### src/verilog/shutdown_pkg.sv
package shutdown_pkg;

    // Register bus shape
    localparam int ADDR_W = 3;
    localparam int DATA_W = 8;

    // Register offsets
    localparam logic [ADDR_W-1:0] ADDR_CTRL = 3'h0;
    localparam logic [ADDR_W-1:0] ADDR_INT_STATUS = 3'h1;
    localparam logic [ADDR_W-1:0] ADDR_INT_CLEAR = 3'h2;
    localparam logic [ADDR_W-1:0] ADDR_INT_ENABLE = 3'h3;
    localparam logic [ADDR_W-1:0] ADDR_LIVE = 3'h4;

    // Control register fields
    localparam int FLAG_BIT = 7;
    localparam int SEL_LSB = 4;
    localparam int SEL_W = 3;
    localparam int PIN_A_LSB = 2;
    localparam int PIN_B_LSB = 0;
    localparam int PIN_W = 2;
    localparam int TRI_BIT = 1;

    // Interrupt status fields
    localparam int INT_W = 2;
    localparam int INT_ENTER_BIT = 0;
    localparam int INT_EXIT_BIT = 1;

    // Values after reset
    localparam logic [SEL_W-1:0] SEL_RST = 3'h0;
    localparam logic [PIN_W-1:0] PIN_RST = 2'h0;
    localparam logic [INT_W-1:0] INT_RST = 2'h0;
    localparam logic [DATA_W-1:0] RDATA_RST = 8'h00;
    localparam logic [1:0] SYNC_RST = 2'h3;

    // Shutdown source codes
    localparam logic [SEL_W-1:0] SRC_OFF = 3'h0;
    localparam logic [SEL_W-1:0] SRC_CMP = 3'h1;
    localparam logic [SEL_W-1:0] SRC_RSVD_A = 3'h2;
    localparam logic [SEL_W-1:0] SRC_CMP_ANY = 3'h3;
    localparam logic [SEL_W-1:0] SRC_FLT = 3'h4;
    localparam logic [SEL_W-1:0] SRC_EITHER = 3'h5;
    localparam logic [SEL_W-1:0] SRC_RSVD_B = 3'h6;
    localparam logic [SEL_W-1:0] SRC_EITHER_ALT = 3'h7;

    // Pin shutdown state codes
    localparam logic [PIN_W-1:0] PIN_DRIVE_LOW = 2'h0;
    localparam logic [PIN_W-1:0] PIN_DRIVE_HIGH = 2'h1;

    typedef enum logic {
        ST_RUN,
        ST_SHUT
    } sd_state_t;

endpackage

### src/verilog/sync_2ff.sv
`timescale 1ns/1ps
module sync_2ff #(
    parameter int WIDTH = 2,
    parameter logic [WIDTH-1:0] RESET_VAL = '1
) (
    input wire logic clk_i,
    input wire logic sys_rst_i,
    input wire logic [WIDTH-1:0] async_i,
    output logic [WIDTH-1:0] sync_o
);

    logic [WIDTH-1:0] meta_q;
    logic [WIDTH-1:0] sync_q;

    always_ff @(posedge clk_i) begin
        if (sys_rst_i) begin
            meta_q <= RESET_VAL;
            sync_q <= RESET_VAL;
        end else begin
            meta_q <= async_i;
            sync_q <= meta_q;
        end
    end

    assign sync_o = sync_q;

endmodule

### src/verilog/pwm_auto_shutdown_ctrl.sv
`timescale 1ns/1ps
module pwm_auto_shutdown_ctrl
    import shutdown_pkg::*;
(
    input wire logic clk_i,
    input wire logic sys_rst_i,
    input wire logic [ADDR_W-1:0] reg_addr_i,
    input wire logic [DATA_W-1:0] reg_wdata_i,
    input wire logic reg_wr_i,
    input wire logic reg_rd_i,
    output logic [DATA_W-1:0] reg_rdata_o,
    input wire logic fault_input_pin_i,
    input wire logic analog_comparator_one_i,
    input wire logic pwm_a_i,
    input wire logic pwm_b_i,
    output logic pwm_out_a_o,
    output logic pwm_out_a_oe_o,
    output logic pwm_out_b_o,
    output logic pwm_out_b_oe_o,
    output logic shutdown_event_flag_o,
    output logic irq_o
);

    logic [1:0] pins_s;
    logic flt_s;
    logic cmp_s;

    // Pin inputs idle high so reset shows no fault
    sync_2ff #(
        .WIDTH(2),
        .RESET_VAL(SYNC_RST)
    ) u_sync (
        .clk_i(clk_i),
        .sys_rst_i(sys_rst_i),
        .async_i({fault_input_pin_i, analog_comparator_one_i}),
        .sync_o(pins_s)
    );

    assign flt_s = pins_s[1];
    assign cmp_s = pins_s[0];

    logic ctrl_wr;
    logic clr_wr;
    logic en_wr;

    assign ctrl_wr = reg_wr_i && (reg_addr_i == ADDR_CTRL);
    assign clr_wr = reg_wr_i && (reg_addr_i == ADDR_INT_CLEAR);
    assign en_wr = reg_wr_i && (reg_addr_i == ADDR_INT_ENABLE);

    // Configuration fields
    logic [SEL_W-1:0] sel_q, sel_d;
    logic [PIN_W-1:0] pin_a_shutdown_state_q, pin_a_shutdown_state_d;
    logic [PIN_W-1:0] pin_b_shutdown_state_q, pin_b_shutdown_state_d;

    always_comb begin
        sel_d = sel_q;
        pin_a_shutdown_state_d = pin_a_shutdown_state_q;
        pin_b_shutdown_state_d = pin_b_shutdown_state_q;
        if (ctrl_wr) begin
            sel_d = reg_wdata_i[SEL_LSB +: SEL_W];
            pin_a_shutdown_state_d = reg_wdata_i[PIN_A_LSB +: PIN_W];
            pin_b_shutdown_state_d = reg_wdata_i[PIN_B_LSB +: PIN_W];
        end
    end

    always_ff @(posedge clk_i) begin
        if (sys_rst_i) begin
            sel_q <= SEL_RST;
            pin_a_shutdown_state_q <= PIN_RST;
            pin_b_shutdown_state_q <= PIN_RST;
        end else begin
            sel_q <= sel_d;
            pin_a_shutdown_state_q <= pin_a_shutdown_state_d;
            pin_b_shutdown_state_q <= pin_b_shutdown_state_d;
        end
    end

    // Fault source selection
    logic trip;

    always_comb begin
        trip = 1'b0;
        case (sel_q)
            SRC_OFF: trip = 1'b0;
            SRC_CMP: trip = !cmp_s;
            SRC_CMP_ANY: trip = !cmp_s;
            SRC_FLT: trip = !flt_s;
            SRC_EITHER: trip = !flt_s || !cmp_s;
            SRC_EITHER_ALT: trip = !flt_s || !cmp_s;
            default: trip = 1'b0;
        endcase
    end

    // Shutdown state; a trip beats a software clear
    sd_state_t state_q, state_d;
    logic shutdown_flag_q, shutdown_flag_d;
    logic enter_ev;
    logic exit_ev;

    always_comb begin
        state_d = state_q;
        case (state_q)
            ST_RUN: begin
                if (trip || (ctrl_wr && reg_wdata_i[FLAG_BIT])) begin
                    state_d = ST_SHUT;
                end
            end
            ST_SHUT: begin
                if (ctrl_wr && !reg_wdata_i[FLAG_BIT] && !trip) begin
                    state_d = ST_RUN;
                end
            end
            default: state_d = ST_RUN;
        endcase
        shutdown_flag_d = (state_d == ST_SHUT);
        enter_ev = (state_q == ST_RUN) && (state_d == ST_SHUT);
        exit_ev = (state_q == ST_SHUT) && (state_d == ST_RUN);
    end

    always_ff @(posedge clk_i) begin
        if (sys_rst_i) begin
            state_q <= ST_RUN;
            shutdown_flag_q <= 1'b0;
        end else begin
            state_q <= state_d;
            shutdown_flag_q <= shutdown_flag_d;
        end
    end

    assign shutdown_event_flag_o = shutdown_flag_q;

    // Output override
    logic out_a_q, out_a_d, oe_a_q, oe_a_d;
    logic out_b_q, out_b_d, oe_b_q, oe_b_d;

    always_comb begin
        out_a_d = pwm_a_i;
        oe_a_d = 1'b1;
        out_b_d = pwm_b_i;
        oe_b_d = 1'b1;
        if (state_q == ST_SHUT) begin
            if (pin_a_shutdown_state_q[TRI_BIT]) begin
                oe_a_d = 1'b0;
                out_a_d = 1'b0;
            end else if (pin_a_shutdown_state_q == PIN_DRIVE_HIGH) begin
                out_a_d = 1'b1;
            end else begin
                out_a_d = 1'b0;
            end
            if (pin_b_shutdown_state_q[TRI_BIT]) begin
                oe_b_d = 1'b0;
                out_b_d = 1'b0;
            end else if (pin_b_shutdown_state_q == PIN_DRIVE_HIGH) begin
                out_b_d = 1'b1;
            end else begin
                out_b_d = 1'b0;
            end
        end
    end

    always_ff @(posedge clk_i) begin
        if (sys_rst_i) begin
            out_a_q <= 1'b0;
            oe_a_q <= 1'b0;
            out_b_q <= 1'b0;
            oe_b_q <= 1'b0;
        end else begin
            out_a_q <= out_a_d;
            oe_a_q <= oe_a_d;
            out_b_q <= out_b_d;
            oe_b_q <= oe_b_d;
        end
    end

    assign pwm_out_a_o = out_a_q;
    assign pwm_out_a_oe_o = oe_a_q;
    assign pwm_out_b_o = out_b_q;
    assign pwm_out_b_oe_o = oe_b_q;

    // Interrupt status, enable and line; set wins over clear
    logic [INT_W-1:0] int_stat_q, int_stat_d;
    logic [INT_W-1:0] int_en_q, int_en_d;
    logic irq_q, irq_d;
    logic [INT_W-1:0] int_set;
    logic [INT_W-1:0] int_clr;

    always_comb begin
        int_set = '0;
        int_set[INT_ENTER_BIT] = enter_ev;
        int_set[INT_EXIT_BIT] = exit_ev;
        int_clr = clr_wr ? reg_wdata_i[INT_W-1:0] : '0;
        int_stat_d = (int_stat_q & ~int_clr) | int_set;
        int_en_d = en_wr ? reg_wdata_i[INT_W-1:0] : int_en_q;
        irq_d = |(int_stat_q & int_en_q);
    end

    always_ff @(posedge clk_i) begin
        if (sys_rst_i) begin
            int_stat_q <= INT_RST;
            int_en_q <= INT_RST;
            irq_q <= 1'b0;
        end else begin
            int_stat_q <= int_stat_d;
            int_en_q <= int_en_d;
            irq_q <= irq_d;
        end
    end

    assign irq_o = irq_q;

    // Read data, valid only in the cycle after the strobe
    logic [DATA_W-1:0] rdata_q, rdata_d;

    always_comb begin
        rdata_d = RDATA_RST;
        if (reg_rd_i) begin
            case (reg_addr_i)
                ADDR_CTRL: rdata_d = {shutdown_flag_q, sel_q,
                    pin_a_shutdown_state_q, pin_b_shutdown_state_q};
                ADDR_INT_STATUS: rdata_d = {6'h00, int_stat_q};
                ADDR_INT_ENABLE: rdata_d = {6'h00, int_en_q};
                ADDR_LIVE: rdata_d = {5'h00, trip, flt_s, cmp_s};
                default: rdata_d = RDATA_RST;
            endcase
        end
    end

    always_ff @(posedge clk_i) begin
        if (sys_rst_i) begin
            rdata_q <= RDATA_RST;
        end else begin
            rdata_q <= rdata_d;
        end
    end

    assign reg_rdata_o = rdata_q;

    // Checks
    logic no_ctrl_wr;
    assign no_ctrl_wr = !ctrl_wr;

    disabled_quiet_a: assert property (@(posedge clk_i)
        disable iff (sys_rst_i)
        (sel_q == SRC_OFF) && (state_q == ST_RUN) && no_ctrl_wr
        |=> !shutdown_event_flag_o)
        else $error("shutdown entered with source disabled");

    cmp_trip_a: assert property (@(posedge clk_i)
        disable iff (sys_rst_i)
        (sel_q == SRC_CMP) && !cmp_s |=> shutdown_event_flag_o)
        else $error("comparator low did not trip code one");

    cmp_any_trip_a: assert property (@(posedge clk_i)
        disable iff (sys_rst_i)
        (sel_q == SRC_CMP_ANY) && !cmp_s
        |=> shutdown_event_flag_o && (state_q == ST_SHUT))
        else $error("comparator low did not trip code three");

    pin_to_flag_a: assert property (@(posedge clk_i)
        disable iff (sys_rst_i)
        (sel_q == SRC_FLT) && $stable(sel_q) && !fault_input_pin_i
        ##2 ((sel_q == SRC_FLT) && no_ctrl_wr)
        |=> shutdown_event_flag_o)
        else $error("fault pin low did not trip code four");

    either_trip_a: assert property (@(posedge clk_i)
        disable iff (sys_rst_i)
        ((sel_q == SRC_EITHER) || (sel_q == SRC_EITHER_ALT))
        && (!flt_s || !cmp_s) |=> shutdown_event_flag_o)
        else $error("either source did not trip");

    a_tristate_a: assert property (@(posedge clk_i)
        disable iff (sys_rst_i)
        shutdown_event_flag_o && pin_a_shutdown_state_q[TRI_BIT]
        |=> !pwm_out_a_oe_o)
        else $error("pin a not released in shutdown");

    a_high_a: assert property (@(posedge clk_i)
        disable iff (sys_rst_i)
        shutdown_event_flag_o && (pin_a_shutdown_state_q == PIN_DRIVE_HIGH)
        |=> pwm_out_a_oe_o && pwm_out_a_o)
        else $error("pin a not driven high in shutdown");

    a_low_a: assert property (@(posedge clk_i)
        disable iff (sys_rst_i)
        shutdown_event_flag_o && (pin_a_shutdown_state_q == PIN_DRIVE_LOW)
        |=> pwm_out_a_oe_o && !pwm_out_a_o)
        else $error("pin a not driven low in shutdown");

    b_tristate_a: assert property (@(posedge clk_i)
        disable iff (sys_rst_i)
        shutdown_event_flag_o && pin_b_shutdown_state_q[TRI_BIT]
        |=> !pwm_out_b_oe_o)
        else $error("pin b not released in shutdown");

    b_high_a: assert property (@(posedge clk_i)
        disable iff (sys_rst_i)
        shutdown_event_flag_o && (pin_b_shutdown_state_q == PIN_DRIVE_HIGH)
        |=> pwm_out_b_oe_o && pwm_out_b_o)
        else $error("pin b not driven high in shutdown");

    b_low_a: assert property (@(posedge clk_i)
        disable iff (sys_rst_i)
        shutdown_event_flag_o && (pin_b_shutdown_state_q == PIN_DRIVE_LOW)
        |=> pwm_out_b_oe_o && !pwm_out_b_o)
        else $error("pin b not driven low in shutdown");

    flag_hold_a: assert property (@(posedge clk_i)
        disable iff (sys_rst_i)
        shutdown_event_flag_o && !(ctrl_wr && !reg_wdata_i[FLAG_BIT])
        |=> shutdown_event_flag_o && $rose(int_stat_q[INT_ENTER_BIT]) == 1'b0)
        else $error("shutdown flag dropped without a clear");

    reserved_quiet_a: assert property (@(posedge clk_i)
        disable iff (sys_rst_i)
        ((sel_q == SRC_RSVD_A) || (sel_q == SRC_RSVD_B))
        && (state_q == ST_RUN) && no_ctrl_wr |=> !shutdown_event_flag_o)
        else $error("reserved source code tripped");

    run_pass_a: assert property (@(posedge clk_i)
        disable iff (sys_rst_i)
        !shutdown_event_flag_o |=> pwm_out_a_oe_o && pwm_out_b_oe_o
        && (pwm_out_a_o == $past(pwm_a_i)) && (pwm_out_b_o == $past(pwm_b_i)))
        else $error("pwm not passed through while running");

    irq_line_a: assert property (@(posedge clk_i)
        disable iff (sys_rst_i)
        enter_ev && int_en_q[INT_ENTER_BIT] && !en_wr |=> ##1 irq_o)
        else $error("enabled shutdown event gave no interrupt");

    trip_cover_c: cover property (@(posedge clk_i)
        disable iff (sys_rst_i) enter_ev && trip);

    release_cover_c: cover property (@(posedge clk_i)
        disable iff (sys_rst_i) exit_ev);

    clear_race_c: cover property (@(posedge clk_i)
        disable iff (sys_rst_i)
        shutdown_event_flag_o && ctrl_wr && !reg_wdata_i[FLAG_BIT] && trip);

    irq_cover_c: cover property (@(posedge clk_i)
        disable iff (sys_rst_i) $rose(irq_o));

endmodule

### config.mk
export PLATFORM = sky130hd
export DESIGN_NAME = pwm_auto_shutdown_ctrl
export DESIGN_NICKNAME = d
export VERILOG_FILES = /design/src/verilog/shutdown_pkg.sv /design/src/verilog/sync_2ff.sv /design/src/verilog/pwm_auto_shutdown_ctrl.sv
export SDC_FILE = /design/constraint.sdc
export NUM_CORES = 1
export LEC_CHECK = 0
export BUFFER_PORTS_ARGS = -buffer_cell sky130_fd_sc_hd__buf_2
export CAP_MARGIN = 40
export CORE_MARGIN = 4
export CORE_UTILIZATION = 44
export DETAILED_ROUTE_END_ITERATION = 10
export GPL_ROUTABILITY_DRIVEN = 0
export PLACE_DENSITY = 0.76
export SYNTH_ARGS = -nofsm -noshare
export SYNTH_HDL_FRONTEND = slang
export SYNTH_SLANG_ARGS = --single-unit
### constraint.sdc
create_clock -name clk_i -period 1.55 [get_ports clk_i]
set_input_delay 0.2325 -clock clk_i [delete_from_list [all_inputs] [get_ports clk_i]]
set_output_delay 0.2325 -clock clk_i [all_outputs]
set_load 0.03 [all_outputs]
# Word level (Yosys, flattened, before mapping)
# Index checks and enable logic that the tools add are counted.
word_totals:
  reg_bits: 29
  latchBits: 0
  mem_bits_rw: 0
  mem_bits_ro: 0
  in_bits: 19
  word_cells: 67
  n_memories: 0
op_classes:
  addsub: 0
  multipliers: 0
  div_mod_pow: 0
  order_cmp: 0
  n_eq_ne: 11
  shifts: 0
  mux: 16
  bitwise: 7
  reduce_logical: 19
ops:
  columns: ["op", "n"]
  rows:
  - ["one-hot mux 8 bit (4 select lines)", 1]
  - ["== test 3 bit, second input constant", 4]
  - ["2-to-1 mux 1 bit", 12]
  - ["== test 3 x 2 -> 1 bit, second input constant", 3]
  - ["logical AND 1 bit", 8]
  - ["OR reduction 2 bit", 4]
  - ["== test 3 x 1 -> 1 bit, second input constant", 2]
  - ["bitwise AND 2 bit", 2]
  - ["== test 2 x 1 -> 1 bit, second input constant", 2]
  - ["logical NOT 1 bit", 4]
  - ["logical NOT 3 bit", 1]
  - ["NOT 1 bit", 3]
  - ["one-hot mux 1 bit (3 select lines)", 1]
  - ["logical OR 1 bit", 2]
  - ["2-to-1 mux 2 bit", 1]
  - ["NOT 2 bit", 1]
  - ["bitwise OR 2 bit", 1]
  - ["one-hot mux 1 bit (2 select lines)", 1]

# Longest topological paths before layout
depth:
  ltp_word: 10
  ltp_mapped: 5
  mapped_depth_nobuf: 4

# Modules after synthesis
# From an unflattened synthesis, not the netlist that was laid out.
unflattened:
  cells_unflattened: 111
  hier_area_um2: 1089.8
modules_own_cells:
  columns: ["mod", "instances", "cells_per_inst", "area_each_um2", "seq_area_each_um2"]
  rows:
  - ["pwm_auto_shutdown_ctrl", 1, 103, 984.7, 500.5]
  - ["sync_2ff", 1, 8, 105.1, 80.1]

# Least setup slack after synthesis
# Ideal clock, no wire load.
synth_path:
  path_type: "input-to-reg"
  from: "input reg_addr_i[1]"
  to: "register int_stat_q[1]"
  arrival_ps: 1588
  required_time_ps: 1480
  slack_ps: -108
  stages: 5
  path_buffers: 2
  path_cell_list: "buf_2 > or4b_4 > buf_6 > or4b_1 > a21oi_1"
synth_via:
  elab_chain_cells: 9
  elab_cells_between_ends: 17
synth_lines:
  columns: ["element", "line", "source"]
  rows:
  - ["start: declaration", "pwm_auto_shutdown_ctrl.sv:7", "input wire logic [ADDR_W-1:0] reg_addr_i,"]
  - ["logical NOT 3 bit", "pwm_auto_shutdown_ctrl.sv:46", "assign ctrl_wr = reg_wr_i && (reg_addr_i == ADDR_CTRL);"]
  - ["logical AND 1 bit", "pwm_auto_shutdown_ctrl.sv:46", null]
  - ["logical AND 1 bit, on equally long branches", "pwm_auto_shutdown_ctrl.sv:109, pwm_auto_shutdown_ctrl.sv:104", null]
  - ["logical AND 1 bit / logical OR 1 bit (equally long branches)", "pwm_auto_shutdown_ctrl.sv:109, pwm_auto_shutdown_ctrl.sv:104", null]
  - ["2-to-1 mux 1 bit, on equally long branches", "pwm_auto_shutdown_ctrl.sv:109, pwm_auto_shutdown_ctrl.sv:104", null]
  - ["one-hot mux 1 bit (2 select lines)", "pwm_auto_shutdown_ctrl.sv:102", "case (state_q)"]
  - ["NOT 1 bit", "pwm_auto_shutdown_ctrl.sv:117", "exit_ev = (state_q == ST_SHUT) && (state_d == ST_RUN);"]
  - ["logical AND 1 bit", "pwm_auto_shutdown_ctrl.sv:117", null]
  - ["bitwise OR 2 bit *", "pwm_auto_shutdown_ctrl.sv:192", "int_stat_d = (int_stat_q & ~int_clr) | int_set;"]
  - ["end signal: assignment", "pwm_auto_shutdown_ctrl.sv:203", "int_stat_q <= int_stat_d;"]
  - ["end: declaration", "pwm_auto_shutdown_ctrl.sv:181", "logic [INT_W-1:0] int_stat_q, int_stat_d;"]
# Every way passes the cells marked *; elsewhere a longest branch is shown, timed or not.
# A chain may end at the register's enable or synchronous reset.

# Worst setup path in the final report
layout_path:
  from: "register shutdown_flag_q, in the netlist shutdown_event_flag_o"
  to: "output shutdown_event_flag_o"
layout_rtl:
  columns: ["element", "line", "source"]
  rows:
  - ["start: declaration", "pwm_auto_shutdown_ctrl.sv:96", "logic shutdown_flag_q, shutdown_flag_d;"]
  - ["start signal: assignment", "pwm_auto_shutdown_ctrl.sv:126", "shutdown_flag_q <= shutdown_flag_d;"]
  - ["end: declaration", "pwm_auto_shutdown_ctrl.sv:20", "output logic shutdown_event_flag_o,"]
# No word-level cell between the ends.

==> metrics.txt <==
run status=completed; Crit path largest cell delay=0.55 ns; endpoint required time on the critical path=1.32 ns; fraction of synthesized cell area in xor and xnor cells=0%; Logic pwr share=between 7 and 8%; maximum ir drop on the vdd rail=0.7195 mV; crit path launch type=flip-flop; clock root buffer master=sky130_fd_sc_hd__clkbuf_4; Switching Fraction=20.70%; main combinational cell family by area after synthesis=simple AND/OR/NAND/NOR gates; Area Overhead vs Synth=25.85%; critical path, cell by cell=buf_2; adder and majority gate portion of the synthesized area=0%; initial antenna violation count=0; pin count of the biggest net entering global routing=22; sequential share of power=51.1%; post-route ant nets=0; final critical-path required period=1.368 ns; count of cell types in the netlist=25; crit path max-delay cell type=sky130_fd_sc_hd__dfxtp_1; final non-filler cell area=0.001340 mm²; final core utilization=59.43%; final wirelength=2.227 mm; Pre-antenna DRT Iters=4; Final setup viols=0; type of the worst setup path=reg -> out; maximum net fanout on the critical path=9; sinks on the clock net=29; DR DRC count=0; RSZ-0062 raised after global routing=no; share of post-route cells with drive strength above 1=between 30% and 40%; most common cell in the synthesized netlist=sky130_fd_sc_hd__dfxtp_1; total via count in the routed design=870; placed inst area=0.001255 mm²; CTS tree=built; cell type with the highest aggregate area in the netlist=sky130_fd_sc_hd__dfxtp_1; Slew headroom=around two thirds; CTS Hold Buffers Added=0; cell family with the largest share of critical-path delay=flip-flops; 1st-iter DRT viols=15; post-synthesis compound-gate area fraction=9.048%; number of register bits inferred by synthesis=29; Hold Fails Final Rpt=0; area enclosed by the die boundary=about 0.0033 mm²; nets=around 160; wire length of the first global-routing pass=3.795 mm; Avg Synthesized Cell Area=9.859 µm²; Int Power=1.199 mW; TritonCTS Buffers=5; area share of the largest cell type after synthesis=between 50% and 60%; capturing element type of the critical path=output port; sequential fraction of the synthesis area=54.52%; input/output buffers=32; Worst Hold Class=in -> reg; top_reg_cell synth=sky130_fd_sc_hd__dfxtp_1; maximum capacitance violations=0; Syn. warnings=0; commonest cells in the synthesized netlist=29 x sky130_fd_sc_hd__dfxtp_1, 18 x sky130_fd_sc_hd__nand2_1, 12 x sky130_fd_sc_hd__a21oi_1; global route overflow=0; Clock Latency Late Sink=0.32 ns; Synth Cell Area=0.001065 mm²; fraction of the cycle the final worst path needs=88.28%; Clock Skews=approximately 0.011 ns; clock buffer depth=2; DR vias/cell=5.000; maximum clock frequency=730.9 MHz; vias in the first global route=880; horizontal extent of the die=57.19 µm; number of cell rows=17; antenna diode count=0; signal arrival time at the worst endpoint=1.14 ns; placed wire-length estimate=1.680 mm; io pins=33; Worst-Margin Slew=roughly 0.52 ns; core area=0.002255 mm²; Final Non-Filler Cells=174; Global Route Usage Sum=15.11%; share of synthesized cell area in and, or, nand and nor gates=23.27%; nets in the synthesized netlist=127; number of resized instances in the post-cts repair step=0; PD cells=1128 mW/mm²; combined buffer and inverter count along the critical path=1; net switching power of the design=approximately 0.31 mW; cell count after placement=between 150 and 200; initial core utilization=47.23%; postcts setup bufs=0; final routed wire length divided by cell count=12.80 µm; multiplexer fraction of the synthesized cell area=8.461%; die outline height=57.19 µm; cells after synthesis=~110; number of synthesized flops with an enable pin=0; post-synthesis async set-or-reset flop share=0%; biggest area contributors in the synthesized netlist=sky130_fd_sc_hd__dfxtp_1 55%, sky130_fd_sc_hd__mux2i_1 8.5%, sky130_fd_sc_hd__nand2_1 6.3%, sky130_fd_sc_hd__a21oi_1 5.6%, sky130_fd_sc_hd__or2_2 2.4%; Reg clk slew, reported paths=0.09 ns; static leakage=0.5844 nW; htree depth=2; clock power share=41.4%; number of pins exceeding their max-slew limit in the final report=0
-- final cells by class --
cell class | instances | area (µm²)
inverters | 2 | 7.507
multi-input cells | 70 | 434.2
well taps | 28 | 35.03
fillers | 212 | 914.6
flip-flops and latches | 29 | 580.6
repair buffers | 37 | 197.7
clock inverters | 1 | 30.03
clock buffers | 7 | 55.05
-- path summary, 6_finish.rpt --
kind                            slack [ns]                  start  cells past startpoint                     to
worst min-delay path                  0.08      fault_input_pin_i                      2       u_sync.meta_q[1]
worst max register to register        0.21               sel_q[1]                      4          int_stat_q[1]
worst min register to register        0.42       u_sync.meta_q[1]                      1       u_sync.sync_o[1]
worst max-delay path                  0.18  shutdown_event_flag_o                      1  shutdown_event_flag_o
-- kinds of logic (layout without fill, tap and decap cells) --
group / count (synthesis) / in the layout
compound gates: 17 / 17
buf+inv: 9 / 47
flops: 29 / 29
mux: 9 / 9
simple gates: 44 / 44
-- cell usage in the layout, fill, tap and decap left out --
cell / count
sky130_fd_sc_hd__o31ai_1: 1
sky130_fd_sc_hd__buf_2: 32
sky130_fd_sc_hd__clkbuf_1: 1
sky130_fd_sc_hd__buf_4: 5
sky130_fd_sc_hd__or4b_1: 1
sky130_fd_sc_hd__nor2b_1: 3
sky130_fd_sc_hd__nor3_1: 2
sky130_fd_sc_hd__mux2i_1: 9
sky130_fd_sc_hd__clkbuf_8: 1
sky130_fd_sc_hd__nand3b_1: 2
sky130_fd_sc_hd__or2_2: 4
sky130_fd_sc_hd__bufinv_16: 1
sky130_fd_sc_hd__a22oi_1: 1
sky130_fd_sc_hd__o32ai_1: 1
sky130_fd_sc_hd__inv_1: 2
sky130_fd_sc_hd__a21oi_1: 12
sky130_fd_sc_hd__nor4b_2: 1
sky130_fd_sc_hd__or4b_2: 1
sky130_fd_sc_hd__or4b_4: 1
sky130_fd_sc_hd__and4bb_2: 1
sky130_fd_sc_hd__and2_1: 3
sky130_fd_sc_hd__dfxtp_1: 29
sky130_fd_sc_hd__clkbuf_4: 5
sky130_fd_sc_hd__and2b_1: 1
sky130_fd_sc_hd__nor2_1: 5
sky130_fd_sc_hd__nand3_1: 1
sky130_fd_sc_hd__o22ai_1: 2
sky130_fd_sc_hd__nand2_1: 18
-- power by group through the flow --
stage          registers, mW  logic [mW]  clock network, mW
6_report               0.772       0.114              0.626
5_1_grt                0.775       0.124              0.664
4_1_cts                0.772       0.114              0.640
3_5_place_dp           0.790       0.113                  0
3_3_place_gp           0.789       0.109                  0
2_1_floorplan          0.802      0.0539                  0
-- through the flow --
step | setup TNS, ns | setup WS [ns] | power [mW] | hold slack [ns]
finish | 0 | 0.1817 | 1.512 | 0.08448
global route | 0 | 0.06885 | 1.564 | 0.08312
detailed placement | -0.01462 | -0.01462 | 0.9028 | 0.3936
global placement | 0 | 0.03600 | 0.8980 | 0.3935
floorplan | -0.1082 | -0.1082 | 0.8558 | 0.3093
CTS | 0 | 0.1554 | 1.526 | 0.07244
-- state kept, by name, indices dropped and copies added, names as in the netlist, 2 cells and up --
register / count
u_sync.sync_o: 2
reg_rdata_o: 8
pin_a_shutdown_state_q: 2
int_en_q: 2
int_stat_q: 2
sel_q: 3
u_sync.meta_q: 2
pin_b_shutdown_state_q: 2
-- routing by layer --
layer / part of all wire [%] / track usage, %
met3: 7.4 / 4.977
met2: 50 / 25.61
met1: 40 / 16.30
met4: 2.6 / 8.940
met5: 0 / 0
No activity file was read; power rests on OpenSTA's default activity.
